$ cat config.mk
export PLATFORM = sky130hd
export DESIGN_NAME = pwmpb_top
export DESIGN_NICKNAME = d
export VERILOG_FILES = /design/src/pwmpb_pkg.sv /design/src/pwmpb_top.sv
export VERILOG_INCLUDE_DIRS = /design/src
export SDC_FILE = /design/constraint.sdc
export NUM_CORES = 1
export LEC_CHECK = 0
export ABC_CLOCK_PERIOD_IN_PS = 4500
export BUFFER_PORTS_ARGS = -buffer_cell sky130_fd_sc_hd__buf_2
export CAP_MARGIN = 20
export CELL_PAD_IN_SITES_DETAIL_PLACEMENT = 0
export CELL_PAD_IN_SITES_GLOBAL_PLACEMENT = 1
export CORE_AREA = 2 2 126 103
export CTS_CLUSTER_SIZE = 25
export DETAILED_ROUTE_END_ITERATION = 7
export DIE_AREA = 0 0 128 105
export PLACE_DENSITY_LB_ADDON = 0.1
export SYNTH_ARGS = -nofsm -noshare
export SYNTH_HDL_FRONTEND = slang
export SYNTH_SLANG_ARGS = --single-unit
$ cat constraint.sdc
create_clock -name i_mclk -period 4.5 [get_ports i_mclk]
set_clock_uncertainty 0.2 [all_clocks]
set_input_delay 0.9 -clock i_mclk [delete_from_list [all_inputs] [get_ports i_mclk]]
set_output_delay 0.9 -clock i_mclk [all_outputs]
set_load 0.05 [all_outputs]
$ cat src/pwmpb_regs.svh
`ifndef PWMPB_REGS_SVH
`define PWMPB_REGS_SVH

// ==========================================
// register offsets
`define PWMPB_ADDR_PHASE 4'h0
`define PWMPB_ADDR_BLANK 4'h2
`define PWMPB_ADDR_CTRL 4'h4
`define PWMPB_ADDR_STAT 4'h6

// ==========================================
// reset values
`define PWMPB_PHASE_RST 16'h0000
`define PWMPB_BLANK_RST 16'h0000
`define PWMPB_CTRL_RST 16'h0000

// ==========================================
// blanking control fields
`define PWMPB_HRISE_BIT 15
`define PWMPB_HFALL_BIT 14
`define PWMPB_LRISE_BIT 13
`define PWMPB_LFALL_BIT 12
`define PWMPB_FLTEN_BIT 11
`define PWMPB_CLEN_BIT 10
`define PWMPB_DUR_MSB 9
`define PWMPB_DUR_LSB 3
`define PWMPB_BLANK_MASK 16'hFFF8

// ==========================================
// generator control fields
`define PWMPB_ITB_BIT 2
`define PWMPB_MODE_MSB 1
`define PWMPB_MODE_LSB 0
`define PWMPB_CTRL_MASK 16'h0007

// ==========================================
// timing: step in picoseconds, clock period in picoseconds
`define PWMPB_STEP_PS 8320
`define PWMPB_CLK_PS 40000
// one step is shorter than a clock: round each step up to a cycle minimum
`define PWMPB_STEP_CYC (((`PWMPB_STEP_PS) + (`PWMPB_CLK_PS) - 1) / (`PWMPB_CLK_PS))

`endif

$ cat src/pwmpb_pkg.sv
package pwmpb_pkg;
	typedef enum logic [1:0] {
		PWMPB_MODE_COMPL = 2'b00,
		PWMPB_MODE_REDUN = 2'b01,
		PWMPB_MODE_PUSHPULL = 2'b10,
		PWMPB_MODE_INDEP = 2'b11
	} pwmpb_mode_type;

	typedef enum logic [0:0] {
		PWMPB_IDLE = 1'b0,
		PWMPB_BLANKING = 1'b1
	} pwmpb_state_type;
endpackage

$ cat src/pwmpb_top.sv
`include "pwmpb_regs.svh"
module pwmpb_top (
	input wire logic i_mclk,
	input wire logic i_nrst,
	input wire logic [3:0] i_addr,
	input wire logic [15:0] i_wdata,
	input wire logic i_wr,
	input wire logic i_rd,
	output logic [15:0] o_rdata,
	input wire logic i_pwm_high_output,
	input wire logic i_pwm_low_output,
	input wire logic i_fault,
	input wire logic i_current_limit,
	output logic o_fault,
	output logic o_current_limit,
	output logic o_blanking,
	output logic o_independent_time_base_select,
	output logic [1:0] o_output_mode_select,
	output logic [15:0] o_high_phase,
	output logic [15:0] o_low_phase,
	output logic [15:0] o_high_period,
	output logic [15:0] o_low_period,
	output logic o_high_phase_valid,
	output logic o_low_phase_valid,
	output logic o_high_period_valid,
	output logic o_low_period_valid
);
	// ==========================================
	// reset release
	logic rst_meta_reg;
	logic rst_sync_reg;
	logic nrst;

	always_ff @(posedge i_mclk or negedge i_nrst) begin
		if (!i_nrst) begin
			rst_meta_reg <= 1'b0;
			rst_sync_reg <= 1'b0;
		end else begin
			rst_meta_reg <= 1'b1;
			rst_sync_reg <= rst_meta_reg;
		end
	end
	assign nrst = rst_sync_reg;

	// ==========================================
	// registers
	logic [15:0] phase_or_period_value_reg;
	logic [15:0] edge_blanking_control_reg;
	logic [15:0] generator_control_reg;

	// ==========================================
	// write decode
	logic wr_phase;
	logic wr_blank;
	logic wr_ctrl;

	// unmapped offsets fall through every branch, so their writes are lost
	always_comb begin
		wr_phase = 1'b0;
		wr_blank = 1'b0;
		wr_ctrl = 1'b0;
		if (!i_wr) begin
			wr_phase = 1'b0;
		end else if (i_addr == `PWMPB_ADDR_PHASE) begin
			wr_phase = 1'b1;
		end else if (i_addr == `PWMPB_ADDR_BLANK) begin
			wr_blank = 1'b1;
		end else if (i_addr == `PWMPB_ADDR_CTRL) begin
			wr_ctrl = 1'b1;
		end
	end

	// whole-word writes only; the port has no byte lanes, so a word is all
	// that can arrive
	always_ff @(posedge i_mclk or negedge nrst) begin
		if (!nrst) begin
			phase_or_period_value_reg <= `PWMPB_PHASE_RST;
		end else if (wr_phase) begin
			phase_or_period_value_reg <= i_wdata;
		end
	end

	always_ff @(posedge i_mclk or negedge nrst) begin
		if (!nrst) begin
			edge_blanking_control_reg <= `PWMPB_BLANK_RST;
		end else if (wr_blank) begin
			edge_blanking_control_reg <= i_wdata & `PWMPB_BLANK_MASK;
		end
	end

	always_ff @(posedge i_mclk or negedge nrst) begin
		if (!nrst) begin
			generator_control_reg <= `PWMPB_CTRL_RST;
		end else if (wr_ctrl) begin
			generator_control_reg <= i_wdata & `PWMPB_CTRL_MASK;
		end
	end

	// ==========================================
	// value routing
	logic independent_time_base_select;
	pwmpb_pkg::pwmpb_mode_type mode;
	logic high_used;
	logic high_phase_sel;
	logic low_phase_sel;
	logic high_period_sel;
	logic low_period_sel;

	assign independent_time_base_select = generator_control_reg[`PWMPB_ITB_BIT];
	assign mode = pwmpb_pkg::pwmpb_mode_type'(
		generator_control_reg[`PWMPB_MODE_MSB:`PWMPB_MODE_LSB]);
	assign o_independent_time_base_select = independent_time_base_select;
	assign o_output_mode_select = mode;

	// the paired modes share one value across both outputs; in true
	// independent mode the high output keeps its own setting elsewhere
	always_comb begin
		case (mode)
			pwmpb_pkg::PWMPB_MODE_COMPL: begin
				high_used = 1'b1;
			end
			pwmpb_pkg::PWMPB_MODE_REDUN: begin
				high_used = 1'b1;
			end
			pwmpb_pkg::PWMPB_MODE_PUSHPULL: begin
				high_used = 1'b1;
			end
			pwmpb_pkg::PWMPB_MODE_INDEP: begin
				high_used = 1'b0;
			end
			default: begin
				high_used = 1'b0;
			end
		endcase
	end

	assign high_phase_sel = !independent_time_base_select && high_used;
	assign low_phase_sel = !independent_time_base_select;
	assign high_period_sel = independent_time_base_select && high_used;
	assign low_period_sel = independent_time_base_select;

	always_ff @(posedge i_mclk or negedge nrst) begin
		if (!nrst) begin
			o_high_phase <= 16'h0000;
			o_low_phase <= 16'h0000;
			o_high_period <= 16'h0000;
			o_low_period <= 16'h0000;
			o_high_phase_valid <= 1'b0;
			o_low_phase_valid <= 1'b0;
			o_high_period_valid <= 1'b0;
			o_low_period_valid <= 1'b0;
		end else begin
			o_high_phase_valid <= high_phase_sel;
			o_low_phase_valid <= low_phase_sel;
			o_high_period_valid <= high_period_sel;
			o_low_period_valid <= low_period_sel;
			o_high_phase <= high_phase_sel ?
				phase_or_period_value_reg : 16'h0000;
			o_low_phase <= low_phase_sel ?
				phase_or_period_value_reg : 16'h0000;
			o_high_period <= high_period_sel ?
				phase_or_period_value_reg : 16'h0000;
			o_low_period <= low_period_sel ?
				phase_or_period_value_reg : 16'h0000;
		end
	end

	// ==========================================
	// edge detection
	// bit 0 follows the high output, bit 1 the low output
	logic [1:0] pin_now;
	logic [1:0] rise_en;
	logic [1:0] fall_en;
	wire logic [1:0] pin_trig;
	logic trigger;

	assign pin_now = {i_pwm_low_output, i_pwm_high_output};
	assign rise_en = {edge_blanking_control_reg[`PWMPB_LRISE_BIT],
		edge_blanking_control_reg[`PWMPB_HRISE_BIT]};
	assign fall_en = {edge_blanking_control_reg[`PWMPB_LFALL_BIT],
		edge_blanking_control_reg[`PWMPB_HFALL_BIT]};

	// the last sample resets low, the idle level of both outputs; a pin
	// already high at release therefore reads as one rising edge
	for (genvar g = 0; g < 2; g++) begin : g_edge
		logic prev_reg;

		always_ff @(posedge i_mclk or negedge nrst) begin
			if (!nrst) begin
				prev_reg <= 1'b0;
			end else begin
				prev_reg <= pin_now[g];
			end
		end

		assign pin_trig[g] =
			(rise_en[g] && pin_now[g] && !prev_reg) ||
			(fall_en[g] && !pin_now[g] && prev_reg);
	end

	assign trigger = |pin_trig;

	// ==========================================
	// blanking counter
	// duration field up to 127 steps, each rounded up to whole cycles
	localparam int CNT_W = 9;
	logic [6:0] duration;
	logic [CNT_W-1:0] blank_len;
	logic [CNT_W-1:0] count_reg;
	pwmpb_pkg::pwmpb_state_type state_reg;
	logic load;

	assign duration =
		edge_blanking_control_reg[`PWMPB_DUR_MSB:`PWMPB_DUR_LSB];
	assign blank_len = CNT_W'(duration * `PWMPB_STEP_CYC);
	// a zero-length field leaves every edge without effect
	assign load = trigger && (blank_len != '0);

	// a new edge during blanking restarts the full interval
	always_ff @(posedge i_mclk or negedge nrst) begin
		if (!nrst) begin
			state_reg <= pwmpb_pkg::PWMPB_IDLE;
			count_reg <= '0;
		end else begin
			case (state_reg)
				pwmpb_pkg::PWMPB_IDLE: begin
					if (load) begin
						state_reg <= pwmpb_pkg::PWMPB_BLANKING;
						count_reg <= blank_len;
					end
				end
				pwmpb_pkg::PWMPB_BLANKING: begin
					if (load) begin
						count_reg <= blank_len;
					end else if (count_reg <= CNT_W'(1)) begin
						state_reg <= pwmpb_pkg::PWMPB_IDLE;
						count_reg <= '0;
					end else begin
						count_reg <= count_reg - CNT_W'(1);
					end
				end
				default: begin
					state_reg <= pwmpb_pkg::PWMPB_IDLE;
				end
			endcase
		end
	end

	// ==========================================
	// masked inputs
	logic blanking;

	assign blanking = (state_reg == pwmpb_pkg::PWMPB_BLANKING);
	assign o_blanking = blanking;

	always_ff @(posedge i_mclk or negedge nrst) begin
		if (!nrst) begin
			o_fault <= 1'b0;
			o_current_limit <= 1'b0;
		end else begin
			o_fault <= i_fault && !(blanking &&
				edge_blanking_control_reg[`PWMPB_FLTEN_BIT]);
			o_current_limit <= i_current_limit && !(blanking &&
				edge_blanking_control_reg[`PWMPB_CLEN_BIT]);
		end
	end

	// ==========================================
	// read port
	logic [15:0] rd_next;

	always_comb begin
		if (i_addr == `PWMPB_ADDR_PHASE) begin
			rd_next = phase_or_period_value_reg;
		end else if (i_addr == `PWMPB_ADDR_BLANK) begin
			rd_next = edge_blanking_control_reg;
		end else if (i_addr == `PWMPB_ADDR_CTRL) begin
			rd_next = generator_control_reg;
		end else if (i_addr == `PWMPB_ADDR_STAT) begin
			rd_next = {7'h00, count_reg};
		end else begin
			rd_next = 16'h0000;
		end
	end

	// read data stand one cycle, zero otherwise
	always_ff @(posedge i_mclk or negedge nrst) begin
		if (!nrst) begin
			o_rdata <= 16'h0000;
		end else begin
			o_rdata <= i_rd ? rd_next : 16'h0000;
		end
	end
endmodule

==> flow_summary_export.csv <==
group,metric,value,unit
outcome,outcome,"completed",
clock_network,post_cts_resized,0,
timing,fmax,390,MHz
power,leakage,3.29,nW
setup_path,crit_arrival,1460,ps
setup_path,slowest_delay,680,ps
die,start_util,0.415,
global_route,grt_pass1_vias,3166,
layout,drive_above_1_share,0.370,
synth,synth_most_common_cell,"dfrtp_1",
synth,synth_edf_count,0,
clock_network,cts_hold_buf,0,
setup_path,crit_family,"flip-flops",
synth,synth.distinct_cells,43,
synth,netlist_top_cells_count,"dfrtp_1 (132), and2_1 (49), nor2_1 (27)",
global_route,overflow,0,
timing,worst_pin_slew,768,ps
die,coreArea,0.0121,mm2
layout,nets,534,
die,io-pin-count,118,
clock_network,cts_buffers,17,
clock_network,tritoncts,"done",
global_route,antenna_found_initial,0,
routing,drcViolationCount,0,
clock_network,clockRootBuffer,"clkbuf_16",
setup_path,cp_cell_sequence,"buf_2",
clock_network,htreeDepth,4,
die,num_rows,36,
global_route,grt_first_pass_wirelength,17.8,mm
setup_path,crit_path_end_kind,"output pin",
timing,hold_slack,62.0,ps
placement,placed_cells,637,
setup_path,cp.depth,1,
global_route,grt_max_degree,131,
global_route,track_usage,0.179,
clock_network,cts_buffer_depth,2,
die,fp.dieW,128,um
synth,syn_area_per_cell,13.2,um2
synth,yosys_register_bits,132,
placement,hpwl,7.73,mm
layout,nFillCells,1086,
timing,period_share,0.570,
clock_network,clock_latency,410,ps
setup_path,worst_ep_required_time,3400,ps
synth,synthArstFlopShare,1.00,
layout,instances_no_fill,668,
power,max-vdd-ir-drop,0.278,mV
routing,vias,3182,
placement,place_congestion,0.746,
synth,yosys.area.top_type,"dfrtp_1",
die,die_y,105,um
timing,rsz0062_at_grt,"no",
timing,hold_viol_final,0,
layout,syn2layout_area_growth,26.9,%
routing,post_drt_wl_per_cell,16.7,um
placement,post_dp_cell_area,0.00576,mm2
synth,netlist_area,0.00501,mm2
synth,ys_seq_area_frac,0.659,
layout,final_area,0.00636,mm2
setup_path,cp-start-kind,"flop",
worst_hold_path,hold_path_class,"in -> async",
routing,drtIter0Drc,243,
synth,synthFlopType,"dfrtp_1",
setup_path,ff2ff_path_depth,4,
layout,diodes,0,
routing,wl,11.1,mm
job,cap_violations,0,
clock_network,clk_pin_slew,50,ps
setup_path,critical_path_class,"reg -> out",
setup_path,crit_fanout,19,
synth,yosysWarnings,0,
power,p_per_area,671,mW/mm2
clock_network,postCtsSetupBuffers,0,
timing,relSlewSlack,0.485,
synth,synth_nets,410,
synth,syn_inst,380,
placement,port_buffers,117,
routing,final_antenna_net_count,0,
timing,finalMaxSlewViolations,0,
synth,synth.area.top_cells,"dfrtp_1 (66%), and2_1 (6.1%), mux2_2 (5.8%)",
die,die_area,0.0134,mm2
timing,fin_tns_setup,0,ps
setup_path,slowest_stage,"dfrtp_1",
routing,avgViaCountPerCell,4.76,
synth,synth_top_area_share,0.659,
timing,min_period,2560,ps
timing,setup_viol,0,
routing,dr.pass1.iters,4,
layout,fin_util,0.527,
setup_path,crit_buf_inv,1,
clock_network,clock-sinks,132,
## metal layers
layer  track usage  routed length (um)  vias up
li1              -                   -     1532
met2         0.248                4910       91
met1         0.258                5490     1551
met5             0                   0        -
met4        0.0683                  93        0
met3        0.0620                 633        8
## cell usage in the layout (no fill, tap or decap), types with 6 or more instances in the layout
cell	netlist	layout
clkbuf_16	0	17
mux2i_1	13	13
inv_1	7	7
and2_1	49	49
nor2_1	27	27
nor2b_1	19	19
mux2_2	26	26
nand2_1	20	20
o221ai_1	6	6
mux2_4	10	10
dfrtp_1	132	131
o21ai_0	8	8
buf_2	2	117
## power breakdown
part	leakage, nW	switching, mW	internal (mW)	total (mW)
Sequential	1.70	0.212	1.43	1.65
Combinational	1.30	0.863	0.385	1.25
Clock	0.286	0.486	0.889	1.37
## path summary, 6_finish.rpt
kind | from | to | slack (ps)
max | o_blanking$_DFF_PN0_ | o_blanking | 1940
min | i_nrst | nrst$_DFF_PN0_ | 60
max reg2reg | edge_blanking_control_reg[6]$_DFFE_PN0P_ | count_reg[4]$_DFFE_PN0P_ | 2380
max in group asynchronous | nrst$_DFF_PN0_ | o_high_period[12]$_DFF_PN0_ | 3380
min in group i_mclk | rst_meta_reg$_DFF_PN0_ | nrst$_DFF_PN0_ | 150
min reg2reg | rst_meta_reg$_DFF_PN0_ | nrst$_DFF_PN0_ | 150
## through the flow
stage,power [mW],setup WS (ps)
finish,4.27,1940
global route,4.49,1840
CTS,4.31,1910
detailed placement,2.92,1640
global placement,2.91,1700
floorplan,2.58,350
## cell type report
type	count	area, um2	area share
well taps	152	190	0.0299
clock inverters	6	92.6	0.0146
inverters	8	30.0	0.00472
repair buffers	121	628	0.0988
flip-flops and latches	132	3310	0.520
multi-input cells	224	1610	0.253
clock buffers	25	505	0.0795
## logic make-up (layout without fill, tap and decap cells)
group,count (synthesis),after routing,share of synthesized area
adders and majority gates,2,2,0.00499
and+or+nand+nor,135,135,0.150
other,1,1,0.000749
DFF,132,132,0.659
AOI/OAI and AO/OA,37,37,0.0504
muxes,49,49,0.114
buffers and inverters,24,160,0.0200
No activity file was read; power rests on OpenSTA's default activity.
